===== config.mk =====
export PLATFORM = sky130hd
export DESIGN_NAME = plc_top
export DESIGN_NICKNAME = d
export VERILOG_FILES = /design/src/rtl/plc_top.v
export VERILOG_INCLUDE_DIRS = /design/src /design/src/common
export SDC_FILE = /design/constraint.sdc
export NUM_CORES = 1
export LEC_CHECK = 0
export BUFFER_PORTS_ARGS = -buffer_cell sky130_fd_sc_hd__buf_2
export CAP_MARGIN = 20
export CORE_MARGIN = 4
export CORE_UTILIZATION = 30
export CTS_CLUSTER_DIAMETER = 100
export CTS_CLUSTER_SIZE = 10
export DETAILED_ROUTE_END_ITERATION = 10
export PLACE_DENSITY = 0.5
export SYNTH_ARGS = -nofsm -noshare
export SYNTH_HDL_FRONTEND = slang
export SYNTH_SLANG_ARGS = --single-unit

===== constraint.sdc =====
create_clock -name mclk -period 4.7 [get_ports mclk]
set_input_delay 0.235 -clock mclk [delete_from_list [all_inputs] [get_ports mclk]]
set_output_delay 0.235 -clock mclk [all_outputs]
set_load 0.1 [all_outputs]

===== src/common/plc_defs.vh =====
//
// Contract
// - Registers 32 bits, bit n is line n
// - Unimplemented lines ignore writes, read zero
// - Unmultiplexed lines always controller owned, read 1
// - Ownership enable ones give controller the line
// - Ownership disable ones hand line to peripheral
// - Ownership status: 0 peripheral, 1 controller
// - Drive enable ones set drive status
// - Drive disable ones clear drive status
// - Level status writable per sync write bit
// - Pin level reflects actual line levels
// - Change status resets to zero
// - A select clears, B select sets status
// - Ownership reset value configurable per line
// - Status registers other than ownership reset to zero
// - Level set/clear ones set/clear level bits
// - Direct level write only touches enabled bits
// - Change sets status; masked bit raises interrupt
// - Reading change status clears all pending bits
`ifndef PLC_DEFS_VH
`define PLC_DEFS_VH
// ****************************************
// Register offsets
// ****************************************
`define PLC_LINE_CTRL_ENABLE 8'h00
`define PLC_LINE_CTRL_DISABLE 8'h04
`define PLC_LINE_CTRL_STATUS 8'h08
`define PLC_DRIVE_ENABLE 8'h10
`define PLC_DRIVE_DISABLE 8'h14
`define PLC_DRIVE_STATUS 8'h18
`define PLC_FILTER_ENABLE 8'h20
`define PLC_FILTER_DISABLE 8'h24
`define PLC_FILTER_STATUS 8'h28
`define PLC_LEVEL_SET 8'h30
`define PLC_LEVEL_CLEAR 8'h34
`define PLC_LEVEL_STATUS 8'h38
`define PLC_PIN_LEVEL 8'h3C
`define PLC_CHANGE_IRQ_ENABLE 8'h40
`define PLC_CHANGE_IRQ_DISABLE 8'h44
`define PLC_CHANGE_IRQ_MASK 8'h48
`define PLC_CHANGE_IRQ_STATUS 8'h4C
`define PLC_OPEN_DRAIN_ENABLE 8'h50
`define PLC_OPEN_DRAIN_DISABLE 8'h54
`define PLC_OPEN_DRAIN_STATUS 8'h58
`define PLC_PULLUP_DISABLE 8'h60
`define PLC_PULLUP_ENABLE 8'h64
`define PLC_PULLUP_STATUS 8'h68
`define PLC_FUNC_A_SELECT 8'h70
`define PLC_FUNC_B_SELECT 8'h74
`define PLC_FUNC_SELECT_STATUS 8'h78
`define PLC_SYNC_WRITE_ENABLE 8'hA0
`define PLC_SYNC_WRITE_DISABLE 8'hA4
`define PLC_SYNC_WRITE_STATUS 8'hA8
// ****************************************
// Reset values
// ****************************************
`define PLC_STATUS_RESET 32'h00000000
`endif


===== src/rtl/plc_top.v =====
// Local design decision: strobed register access.
`timescale 1ns/1ps
`include "plc_defs.vh"
module plc_top #(
   parameter [31:0] LINE_IMPL = 32'hFFFFFFFF,
   parameter [31:0] LINE_MUXED = 32'hFFFFFFFF,
   parameter [31:0] LINE_CTRL_RESET = 32'hFFFFFFFF
) (
   input wire mclk,
   input wire sys_rst,
   input wire [7:0] bus_addr,
   input wire [31:0] bus_wdata,
   input wire bus_wr,
   input wire bus_rd,
   output reg [31:0] bus_rdata,
   input wire [31:0] pin_in,
   output reg [31:0] pin_out,
   output reg [31:0] pin_oe,
   output reg [31:0] pullup_on,
   input wire [31:0] per_a_out,
   input wire [31:0] per_a_oe,
   input wire [31:0] per_b_out,
   input wire [31:0] per_b_oe,
   output reg [31:0] per_in,
   output reg irq
);

   // ****************************************
   // Write decode
   // ****************************************
   function wsel;
      input [7:0] a;
      input [7:0] off;
      input w;
      begin
         wsel = w && (a == off);
      end
   endfunction

   wire [31:0] wd = bus_wdata & LINE_IMPL;
   wire [31:0] fixed_ctrl = LINE_IMPL & ~LINE_MUXED;

   reg [31:0] ctrl_r, drive_r, filt_r, level_r, mask_r, chg_r, od_r, pu_r, ab_r, sw_r;
   reg [31:0] samp_r, filt_s_r, prev_r;
   reg prime_r;

   // ****************************************
   // Input sampling and glitch filter
   // ****************************************
   // Filter rises on two equal high samples, falls on any mismatched pair, holds on two lows; a rise costs one cycle of latency, a fall none
   wire [31:0] filt_val = (samp_r & pin_in) | (filt_s_r & ~(samp_r ^ pin_in));
   wire [31:0] cur_lvl = (filt_r & filt_s_r) | (~filt_r & samp_r);
   wire [31:0] change = prime_r ? ((cur_lvl ^ prev_r) & LINE_IMPL) : 32'h00000000;
   wire isr_rd = bus_rd && (bus_addr == `PLC_CHANGE_IRQ_STATUS);

   always @(posedge mclk) begin
      samp_r <= pin_in;
      filt_s_r <= filt_val;
      prev_r <= cur_lvl;
      if (sys_rst) begin
         prime_r <= 1'h0;
      end else begin
         prime_r <= 1'h1;
      end
   end

   // ****************************************
   // Control registers
   // ****************************************
   // Strobes never overlap, so one pair at most acts per cycle
   reg [31:0] ctrl_nxt;
   always @* begin
      ctrl_nxt = ctrl_r;
      if (wsel(bus_addr, `PLC_LINE_CTRL_ENABLE, bus_wr)) begin
         ctrl_nxt = ctrl_r | wd;
      end else if (wsel(bus_addr, `PLC_LINE_CTRL_DISABLE, bus_wr)) begin
         ctrl_nxt = ctrl_r & ~wd;
      end
   end

   always @(posedge mclk) begin
      if (sys_rst) begin
         ctrl_r <= LINE_CTRL_RESET & LINE_IMPL;
      end else begin
         ctrl_r <= ctrl_nxt;
      end
   end

   // ****************************************
   // Drive enables
   // ****************************************
   // Kept even while a peripheral owns the line
   reg [31:0] drive_nxt;
   always @* begin
      drive_nxt = drive_r;
      if (wsel(bus_addr, `PLC_DRIVE_ENABLE, bus_wr)) begin
         drive_nxt = drive_r | wd;
      end else if (wsel(bus_addr, `PLC_DRIVE_DISABLE, bus_wr)) begin
         drive_nxt = drive_r & ~wd;
      end
   end

   always @(posedge mclk) begin
      if (sys_rst) begin
         drive_r <= `PLC_STATUS_RESET;
      end else begin
         drive_r <= drive_nxt;
      end
   end

   // ****************************************
   // Glitch filter enables
   // ****************************************
   reg [31:0] filt_nxt;
   always @* begin
      filt_nxt = filt_r;
      if (wsel(bus_addr, `PLC_FILTER_ENABLE, bus_wr)) begin
         filt_nxt = filt_r | wd;
      end else if (wsel(bus_addr, `PLC_FILTER_DISABLE, bus_wr)) begin
         filt_nxt = filt_r & ~wd;
      end
   end

   always @(posedge mclk) begin
      if (sys_rst) begin
         filt_r <= `PLC_STATUS_RESET;
      end else begin
         filt_r <= filt_nxt;
      end
   end

   // ****************************************
   // Output levels
   // ****************************************
   reg [31:0] level_nxt;
   always @* begin
      level_nxt = level_r;
      if (wsel(bus_addr, `PLC_LEVEL_SET, bus_wr)) begin
         level_nxt = level_r | wd;
      end else if (wsel(bus_addr, `PLC_LEVEL_CLEAR, bus_wr)) begin
         level_nxt = level_r & ~wd;
      end else if (wsel(bus_addr, `PLC_LEVEL_STATUS, bus_wr)) begin
         // One write avoids the transient of a set then clear pair
         level_nxt = (level_r & ~sw_r) | (wd & sw_r);
      end
   end

   always @(posedge mclk) begin
      if (sys_rst) begin
         level_r <= `PLC_STATUS_RESET;
      end else begin
         level_r <= level_nxt;
      end
   end

   // ****************************************
   // Change interrupt mask
   // ****************************************
   reg [31:0] mask_nxt;
   always @* begin
      mask_nxt = mask_r;
      if (wsel(bus_addr, `PLC_CHANGE_IRQ_ENABLE, bus_wr)) begin
         mask_nxt = mask_r | wd;
      end else if (wsel(bus_addr, `PLC_CHANGE_IRQ_DISABLE, bus_wr)) begin
         mask_nxt = mask_r & ~wd;
      end
   end

   always @(posedge mclk) begin
      if (sys_rst) begin
         mask_r <= `PLC_STATUS_RESET;
      end else begin
         mask_r <= mask_nxt;
      end
   end

   // ****************************************
   // Open drain enables
   // ****************************************
   reg [31:0] od_nxt;
   always @* begin
      od_nxt = od_r;
      if (wsel(bus_addr, `PLC_OPEN_DRAIN_ENABLE, bus_wr)) begin
         od_nxt = od_r | wd;
      end else if (wsel(bus_addr, `PLC_OPEN_DRAIN_DISABLE, bus_wr)) begin
         od_nxt = od_r & ~wd;
      end
   end

   always @(posedge mclk) begin
      if (sys_rst) begin
         od_r <= `PLC_STATUS_RESET;
      end else begin
         od_r <= od_nxt;
      end
   end

   // ****************************************
   // Pull-up enables
   // ****************************************
   reg [31:0] pu_nxt;
   always @* begin
      pu_nxt = pu_r;
      if (wsel(bus_addr, `PLC_PULLUP_ENABLE, bus_wr)) begin
         pu_nxt = pu_r | wd;
      end else if (wsel(bus_addr, `PLC_PULLUP_DISABLE, bus_wr)) begin
         pu_nxt = pu_r & ~wd;
      end
   end

   always @(posedge mclk) begin
      if (sys_rst) begin
         pu_r <= `PLC_STATUS_RESET;
      end else begin
         pu_r <= pu_nxt;
      end
   end

   // ****************************************
   // Peripheral function select
   // ****************************************
   // Inverted pair: the first register clears, the second sets
   reg [31:0] ab_nxt;
   always @* begin
      ab_nxt = ab_r;
      if (wsel(bus_addr, `PLC_FUNC_A_SELECT, bus_wr)) begin
         ab_nxt = ab_r & ~wd;
      end else if (wsel(bus_addr, `PLC_FUNC_B_SELECT, bus_wr)) begin
         ab_nxt = ab_r | wd;
      end
   end

   always @(posedge mclk) begin
      if (sys_rst) begin
         ab_r <= `PLC_STATUS_RESET;
      end else begin
         ab_r <= ab_nxt;
      end
   end

   // ****************************************
   // Synchronous write enables
   // ****************************************
   reg [31:0] sw_nxt;
   always @* begin
      sw_nxt = sw_r;
      if (wsel(bus_addr, `PLC_SYNC_WRITE_ENABLE, bus_wr)) begin
         sw_nxt = sw_r | wd;
      end else if (wsel(bus_addr, `PLC_SYNC_WRITE_DISABLE, bus_wr)) begin
         sw_nxt = sw_r & ~wd;
      end
   end

   always @(posedge mclk) begin
      if (sys_rst) begin
         sw_r <= `PLC_STATUS_RESET;
      end else begin
         sw_r <= sw_nxt;
      end
   end

   // ****************************************
   // Change status
   // ****************************************
   // New change wins over the clear-on-read, so no event is lost
   reg [31:0] chg_nxt;
   always @* begin
      chg_nxt = chg_r;
      if (isr_rd) begin
         chg_nxt = 32'h00000000;
      end
      chg_nxt = chg_nxt | change;
   end

   always @(posedge mclk) begin
      if (sys_rst) begin
         chg_r <= `PLC_STATUS_RESET;
      end else begin
         chg_r <= chg_nxt;
      end
   end

   // ****************************************
   // Read path and pin outputs
   // ****************************************
   wire [31:0] own = ctrl_r | fixed_ctrl;
   wire [31:0] p_out = (ab_r & per_b_out) | (~ab_r & per_a_out);
   wire [31:0] p_oe = (ab_r & per_b_oe) | (~ab_r & per_a_oe);
   wire [31:0] d_out = (own & level_r) | (~own & p_out);
   wire [31:0] d_oe = (own & drive_r) | (~own & p_oe);
   reg [31:0] rd_nxt;

   always @* begin
      rd_nxt = 32'h00000000;
      if (bus_addr == `PLC_LINE_CTRL_STATUS) begin
         rd_nxt = own;
      end else if (bus_addr == `PLC_DRIVE_STATUS) begin
         rd_nxt = drive_r;
      end else if (bus_addr == `PLC_FILTER_STATUS) begin
         rd_nxt = filt_r;
      end else if (bus_addr == `PLC_LEVEL_STATUS) begin
         rd_nxt = level_r;
      end else if (bus_addr == `PLC_PIN_LEVEL) begin
         rd_nxt = cur_lvl;
      end else if (bus_addr == `PLC_CHANGE_IRQ_MASK) begin
         rd_nxt = mask_r;
      end else if (bus_addr == `PLC_CHANGE_IRQ_STATUS) begin
         rd_nxt = chg_r;
      end else if (bus_addr == `PLC_OPEN_DRAIN_STATUS) begin
         rd_nxt = od_r;
      end else if (bus_addr == `PLC_PULLUP_STATUS) begin
         rd_nxt = pu_r;
      end else if (bus_addr == `PLC_FUNC_SELECT_STATUS) begin
         rd_nxt = ab_r;
      end else if (bus_addr == `PLC_SYNC_WRITE_STATUS) begin
         rd_nxt = sw_r;
      end
   end

   // Read data stand one cycle only, zero otherwise
   always @(posedge mclk) begin
      if (sys_rst) begin
         bus_rdata <= 32'h00000000;
      end else if (bus_rd) begin
         bus_rdata <= rd_nxt & LINE_IMPL;
      end else begin
         bus_rdata <= 32'h00000000;
      end
   end

   // ****************************************
   // Pad drive
   // ****************************************
   // Open drain: drive low only, release for a one
   always @(posedge mclk) begin
      if (sys_rst) begin
         pin_out <= 32'h00000000;
         pin_oe <= 32'h00000000;
      end else begin
         pin_out <= d_out & ~od_r & LINE_IMPL;
         pin_oe <= d_oe & ~(od_r & d_out) & LINE_IMPL;
      end
   end

   always @(posedge mclk) begin
      if (sys_rst) begin
         pullup_on <= 32'h00000000;
      end else begin
         pullup_on <= pu_r & LINE_IMPL;
      end
   end

   // ****************************************
   // Peripheral inputs and interrupt
   // ****************************************
   // Peripherals see the raw sample; the filter only feeds status
   always @(posedge mclk) begin
      if (sys_rst) begin
         per_in <= 32'h00000000;
      end else begin
         per_in <= samp_r;
      end
   end

   // One shared line for all masked changes
   always @(posedge mclk) begin
      if (sys_rst) begin
         irq <= 1'h0;
      end else begin
         irq <= |(chg_r & mask_r);
      end
   end
endmodule


==> metrics.md, run 1 <==
| Metric | Value |
|---|---|
| Status | `completed` |
| Fin. Hold Viols | `0` |
| Vias | `23024` |
| Filler cells | `8479` |
| Die W | `298 um` |
| ANT nets after route | `0` |
| WL final | `102000 um` |
| Startpoint Class | `input pin` |
| Initial antenna violation count | `5` |
| Number of flops mapped to enable cells by yosys | `0` |
| Post-Syn Area per Cell | `8.60 sq um` |
| Final GP Congestion | `0.916` |
| Layout area overhead | `18.4%` |
| Final Cycle Share | `53.0%` |
| Mapped Area | `25200 sq um` |
| Clock Tree Buf Depth | `3` |
| Core Rows | `105` |
| Vias in the first global route | `21262` |
| Initial Util | `30.5%` |
| TritonCTS clock tree | `built` |
| Postcts setup bufs | `0` |
| Clock Sinks | `578` |
| Post-route DRC violation count | `0` |
| Share of cells above drive strength 1 | `17.2%` |
| Max-cap viol count | `0` |
| Critical Path Fanout Max | `64` |
| Seq/Total Area, Yosys | `46.0%` |
| CTS clk-pin slew, worst paths | `0.06 ns` |
| RSZ-0062 raised after global routing | `no` |
| Pwr/cell area | `357 nW/um^2` |
| Distinct cells, synth | `56` |
| First-pass GRT wire length | `149000 um` |
| WL/cell | `24.2 um` |
| Port bufs | `364` |
| Tightest Pin Transition | `1.01 ns` |
| Cells after Synth | `2927` |
| Worst min-delay path class | `input pin to flop` |
| Clk_lat worst skew | `0.60 ns` |
| Nets@finish | `3394` |
| Root buf cell | `clkbuf_16` |
| Pins Over Slew Limit | `0` |
| Worst VDD drop | `0.000222 V` |
| Cts bufs inserted | `67` |
| CP endpoint kind | `flop` |
| Gr ovfl total | `0` |
| Crit path arrival time | `2.99 ns` |
| # IOs | `365` |
| Design Area, Final | `29800 sq um` |
| Largest net degree at the start of global routing | `124` |
| Post-DP Area | `27700 sq um` |
| WS Path Type | `input pin to flop` |
| Skew final | `0.0260 ns` |
| Pleak | `11.9 nW` |
| Via/cell ratio | `5.44` |
| #FFs+latches synth | `578` |
| Syn nets | `3163` |
| Max Freq | `401 MHz` |
| H-Tree Depth | `3` |
| Tmin final | `2.49 ns` |
| Overall routing resource usage | `22.2%` |
| Die area | `88600 sq um` |
| CP required | `5.19 ns` |
| Top FF cell, synth | `dfxtp_1` |
| Slew headroom | `32.4%` |
| Yosys warns | `0` |
| Setup tns final | `0 ns` |
| DR pass1 iterations | `6` |
| Final setup violation count | `0` |
| Die Height | `298 um` |
| Fin util | `36.1%` |
| Fraction of registers with async set/reset | `0%` |
| Hpwl dp | `73300 um` |
| Core area | `82600 sq um` |
| 1st-iter DRT viols | `2630` |
-- per-stage QoR --
step	setup slack, ns	hold slack (ns)	total power [mW]	cells
detailed placement	1.72	0.357	6.04	4127
global route	2.01	0.0550	11.0	4232
CTS	2.35	0.00844	10.7	4232
floorplan	2.65	0.263	5.71	2927
global placement	1.78	0.356	6.03	4127
finish	2.21	0.0335	10.6	4235
-- layout make-up --
cell class | instances | area, sq um | share of cell area [%]
Clock inverter | 1 | 8.76 | 0.0294
Tap cell | 1070 | 1340 | 4.49
Multi-Input combinational cell | 1973 | 12200 | 40.9
Inverter | 92 | 345 | 1.16
Sequential cell | 578 | 11600 | 38.8
Timing Repair Buffer | 446 | 2570 | 8.63
Antenna cell | 3 | 7.51 | 0.0252
Clock buffer | 72 | 1790 | 6.01
-- worst paths after layout --
kind | start | endpoint | slack (ns) | depth (start not counted)
max | bus_addr[4] | flop | 2.21 | 7
min | per_b_oe[3] | pin_oe[3] | 0.03 | 4
max reg2reg | flop | bus_rdata[23] | 2.85 | 4
min reg2reg | flop | pin_out[24] | 0.44 | 1
-- cell usage after synthesis, types with 50 or more instances --
| master | n | area, sq um |
|---|---|---|
| nor2b_1 | 97 | 607 |
| a22oi_1 | 123 | 923 |
| o21ai_0 | 196 | 981 |
| clkbuf_1 | 235 | 882 |
| a21oi_1 | 324 | 1620 |
| inv_1 | 91 | 342 |
| nor2_1 | 250 | 938 |
| a311oi_1 | 118 | 1030 |
| nand2_1 | 276 | 1040 |
| mux2i_1 | 116 | 1160 |
| a21o_1 | 50 | 375 |
| dfxtp_1 | 578 | 11600 |
-- metal layers --
metal	GRT usage [%]	vias up	share of wire, %
met2	31.3	1117	41
met4	6.85	2	2.9
met5	0	-	0.0068
met3	6.27	153	10
li1	-	10930	-
met1	32.6	10822	46
-- report_power, final --
part	internal (mW)	total, mW	switching [mW]	leakage, nW
registers	5.01	5.10	0.0862	4.71
clock network	2.66	4.68	2.02	0.887
logic	0.253	0.863	0.610	6.29
total	7.92	10.6	2.71	11.9
-- cell families after synthesis --
group                      after synthesis  share of synthesized area (%)
AOI/OAI and AO/OA                      963                           24.4
xor gates and xnor gates                33                           1.15
and+or+nand+nor                        797                           14.9
buffers and inverters                  376                           6.01
DFF                                    578                           46.0
adders and majority gates               32                           1.59
muxes                                  148                           6.04
-- timing repair --
item,CTS,global route
endpoints found under the hold margin,63,0
resized for setup,0,0
hold buffers,32,0
-- worst max-delay path: stages --
cell and delay, ns:
buf_4 0.43, clkinv_1 0.43, buf_4 0.39, nor4_4 0.30, buf_4 0.68, a21oi_1 0.16
a311oi_1 0.28
-- layout by cell type (no fill, tap or decap), drive strengths merged, types with 34 or more instances in the layout --
master,count
a21o,50
a21oi,324
a22oi,123
a311oi,118
and3,34
buf,414
clkbuf,72
dfxtp,578
inv,92
mux2i,116
nand2,276
nand4,36
nor2,252
nor2b,97
o21ai,206
Note: power is estimated with default switching activity, not from simulation.
==> run 2: changes to the inputs <==
ABC_AREA = 1   (was unset)
clock period = 2.4 ns   (was 4.7 ns; I/O delays follow)
==> run 2 against run 1 <==
Clock power up 98%. Power rose by 95%. Wire length grew 2.8%. Final cell count rose by 16%. Cell area up 6.0%. Largest power group unchanged. Global-route usage grew 1.3 points. Clock skew decreased by 0.0013 ns. Largest cell class is now flip-flops and latches. Via count grew 8.4%. First-iteration DRC count shrank 21%. Critical path depth grew 3. Synthesized cell count up 13%.
==> metrics.md, run 2 <==
| Metric | Value |
|---|---|
| Status | `completed` |
| Worst min-delay path class | `input pin to flop` |
| Distinct cells, synth | `34` |
| Final GP Congestion | `0.835` |
| Final setup violation count | `0` |
| Largest net degree at the start of global routing | `66` |
| WHS Path Cells | `5` |
| Initial antenna violation count | `5` |
| Cell mode on critical path | `inv_1` |
| Commonest cells in the netlist | `740 x nand2_1, 578 x dfxtp_1, 382 x inv_1, 341 x o21ai_0, 240 x a21oi_1` |
| Max-cap viol count | `0` |
| Met2 Use GR | `37.5%` |
| Pleak | `13.7 nW` |
| Vias in the first global route | `23713` |
| Clock Sinks | `578` |
| Post-Syn Area per Cell | `7.43 sq um` |
| Skew final | `0.0247 ns` |
| Clock Tree Buf Depth | `3` |
| Gr ovfl total | `0` |
| Fin Hold WS | `0.0413 ns` |
| Worst Reg-to-Reg Cells | `10` |
| Count leader, synth | `nand2_1` |
| #FFs+latches synth | `578` |
| WL/cell | `21.5 um` |
| Worst path max stage delay | `0.58 ns` |
| Logic pwr share | `7.5%` |
| Busiest grt layer | `met2` |
| Sw power | `5.33 mW` |
| First-pass GRT wire length | `154000 um` |
| Hpwl dp | `70100 um` |
| Cells after Synth | `3310` |
| Fraction of registers with async set/reset | `0%` |
| RSZ-0062 raised after global routing | `no` |
| Core Rows | `104` |
| Multi-input logic area | `10800 sq um` |
| Share of cells above drive strength 1 | `15.0%` |
| Worst VDD drop | `0.000443 V` |
| Critical Path Fanout Max | `4` |
| Die area | `86700 sq um` |
| Core area | `80900 sq um` |
| Nets@finish | `4059` |
| P_int | `15.4 mW` |
| Final Cycle Share | `91.4%` |
| Commonest non-fill, non-tap cell in the layout | `nand2_1` |
| 1st-iter DRT viols | `2079` |
| Postcts setup bufs | `0` |
| Post-CTS sizing | `0` |
| Part of the power in registers | `47.9%` |
| Worst Hold Path EP | `pin_out[24]` |
| Delay-heaviest family, CP | `buffers and inverters` |
| Filler cells | `8491` |
| R2R Path End | `pin_oe[19]` |
| Die Height | `294 um` |
| Tmin final | `2.19 ns` |
| Startpoint Class | `flop` |
| R2R setup slack | `0.21 ns` |
| CP required | `2.97 ns` |
| Crit-path cells | `inv_1, nand2_1, nand3_1, dlygate4sd3_1, o21ai_0, inv_1, nand2_1, o2111ai_1, dlygate4sd3_1, inv_1` |
| FF/Latch Area | `11600 sq um` |
| Worst hold start | `per_a_out[24]` |
| Number of flops mapped to enable cells by yosys | `0` |
| Fin. Hold Viols | `0` |
| Die W | `294 um` |
| DR pass1 iterations | `6` |
| Port bufs | `364` |
| Root buf cell | `clkbuf_16` |
| Synth top area cells | `dfxtp_1 47%, nand2_1 11%, o21ai_0 6.9%, inv_1 5.8%, a21oi_1 4.9%` |
| Yosys warns | `0` |
| CP endpoint kind | `flop` |
| GRT met1 Usage | `32.7%` |
| Cts bufs inserted | `68` |
| Pins Over Slew Limit | `0` |
| Mapped Area | `24600 sq um` |
| Initial Util | `30.4%` |
| Overall routing resource usage | `23.5%` |
| Syn nets | `3546` |
| CTS clk-pin slew, worst paths | `0.06 ns` |
| Post-route DRC violation count | `0` |
| Yosys top cell area share | `47.0%` |
| WP buf/inv | `5` |
| Switching Fraction | `25.7%` |
| Crit path arrival time | `2.76 ns` |
| # IOs | `365` |
| Vias | `24947` |
| Met3 usage | `4.14%` |
| WL final | `105000 um` |
| Slew headroom | `36.6%` |
| WS Path Type | `flop to flop` |
| Yosys top cell by area | `dfxtp_1` |
| Crit-path slowest cell | `dlygate4sd3_1` |
| Clk_lat worst skew | `0.63 ns` |
| Seq/Total Area, Yosys | `47.0%` |
| Setup tns final | `0 ns` |
| Tightest Pin Transition | `0.949 ns` |
| ANT nets after route | `0` |
| Via/cell ratio | `5.10` |
| Power share of the clock group | `44.6%` |
| Max Freq | `456 MHz` |
| TritonCTS clock tree | `built` |
| Layout area overhead | `28.4%` |
| Top FF cell, synth | `dfxtp_1` |
| H-Tree Depth | `3` |
| Pwr/cell area | `656 nW/um^2` |
| Most frequent cells in the layout | `733 x nand2_1, 577 x dfxtp_1, 376 x inv_1, 363 x buf_2, 341 x o21ai_0` |
[run 2: cell types whose count changed after synthesis, moves of 104 or more]
cell,change
nand2_1,+464
a311oi_1,-116
a22oi_1,-123
clkbuf_1,-113
nand3_1,+167
o21ai_0,+145
mux2i_1,-116
o211ai_1,+104
inv_1,+291
[run 2: through the flow]
step	instance area, sq um	power, mW	setup WS, ns	util (%)	cells
5_1_grt	31600	21.4	0.0589	39.0	4890
3_5_place_dp	27900	11.5	0.252	34.5	4631
4_1_cts	31600	20.9	0.240	39.0	4890
3_3_place_gp	27900	11.5	0.349	34.5	4631
2_1_floorplan	24600	10.9	0.980	-	3310
6_report	31600	20.7	0.207	39.0	4892
[run 2: worst max-delay path by stage]
stage / cells past startpoint / from / end / slack, ns
4_1_cts: 10 / flop / pin_oe[19] / 0.24
3_3_place_gp: 9 / bus_addr[4] / flop / 0.35
3_5_place_dp: 9 / bus_addr[4] / flop / 0.25
5_1_grt: 10 / flop / pin_oe[20] / 0.06
2_1_floorplan: 6 / sys_rst / flop / 0.98
6_report: 10 / flop / pin_oe[19] / 0.21
[run 2: final cells by class]
class | count | share of cell area [%]
diodes | 2 | 0.0158
clock buffers | 68 | 5.38
clock inverters | 9 | 0.404
inverters | 402 | 4.80
multi-input cells | 2142 | 34.2
flip-flops and latches | 578 | 36.6
well taps | 1060 | 4.20
repair buffers | 631 | 14.4
[run 2: what timing repair did]
| item | 4_1_cts | 5_1_grt |
|---|---|---|
| setup endpoints to repair | 0 | 0 |
| hold endpoints to repair | 381 | 0 |
| hold buffers | 182 | 0 |
[run 2: kinds of logic (layout without fill, tap and decap cells)]
kind of cell | count (synthesis) | count (layout) | share of synthesized area, %
buf+inv | 590 | 1110 | 9.35
other cells | 0 | 2 | 0
compound gates | 872 | 872 | 20.6
fa+ha+maj | 32 | 32 | 1.63
simple gates | 1238 | 1238 | 21.4
flops | 578 | 578 | 47.0
[run 2: metal layers]
| layer | share of wire [%] | vias up |
|---|---|---|
| met4 | 2.6 | 0 |
| met1 | 45 | 11727 |
| met3 | 7.7 | 167 |
| li1 | - | 12051 |
| met5 | 0 | - |
| met2 | 45 | 1002 |
[run 2: power groups by stage]
stage                     clock network (mW)  registers, mW  logic [mW]
final                                   9.25           9.92        1.55
after global routing                    9.83           9.94        1.68
after CTS                               9.47           9.92        1.55
after detailed placement                   0           10.1        1.38
after global placement                     0           10.1        1.37
after floorplan                            0           10.3       0.571
[run 2: worst min-delay path: cells and delay by family]
family	cells	cell delay [ns]
buf+inv	1	0.12
compound gates	1	0.11
simple gates	3	0.22
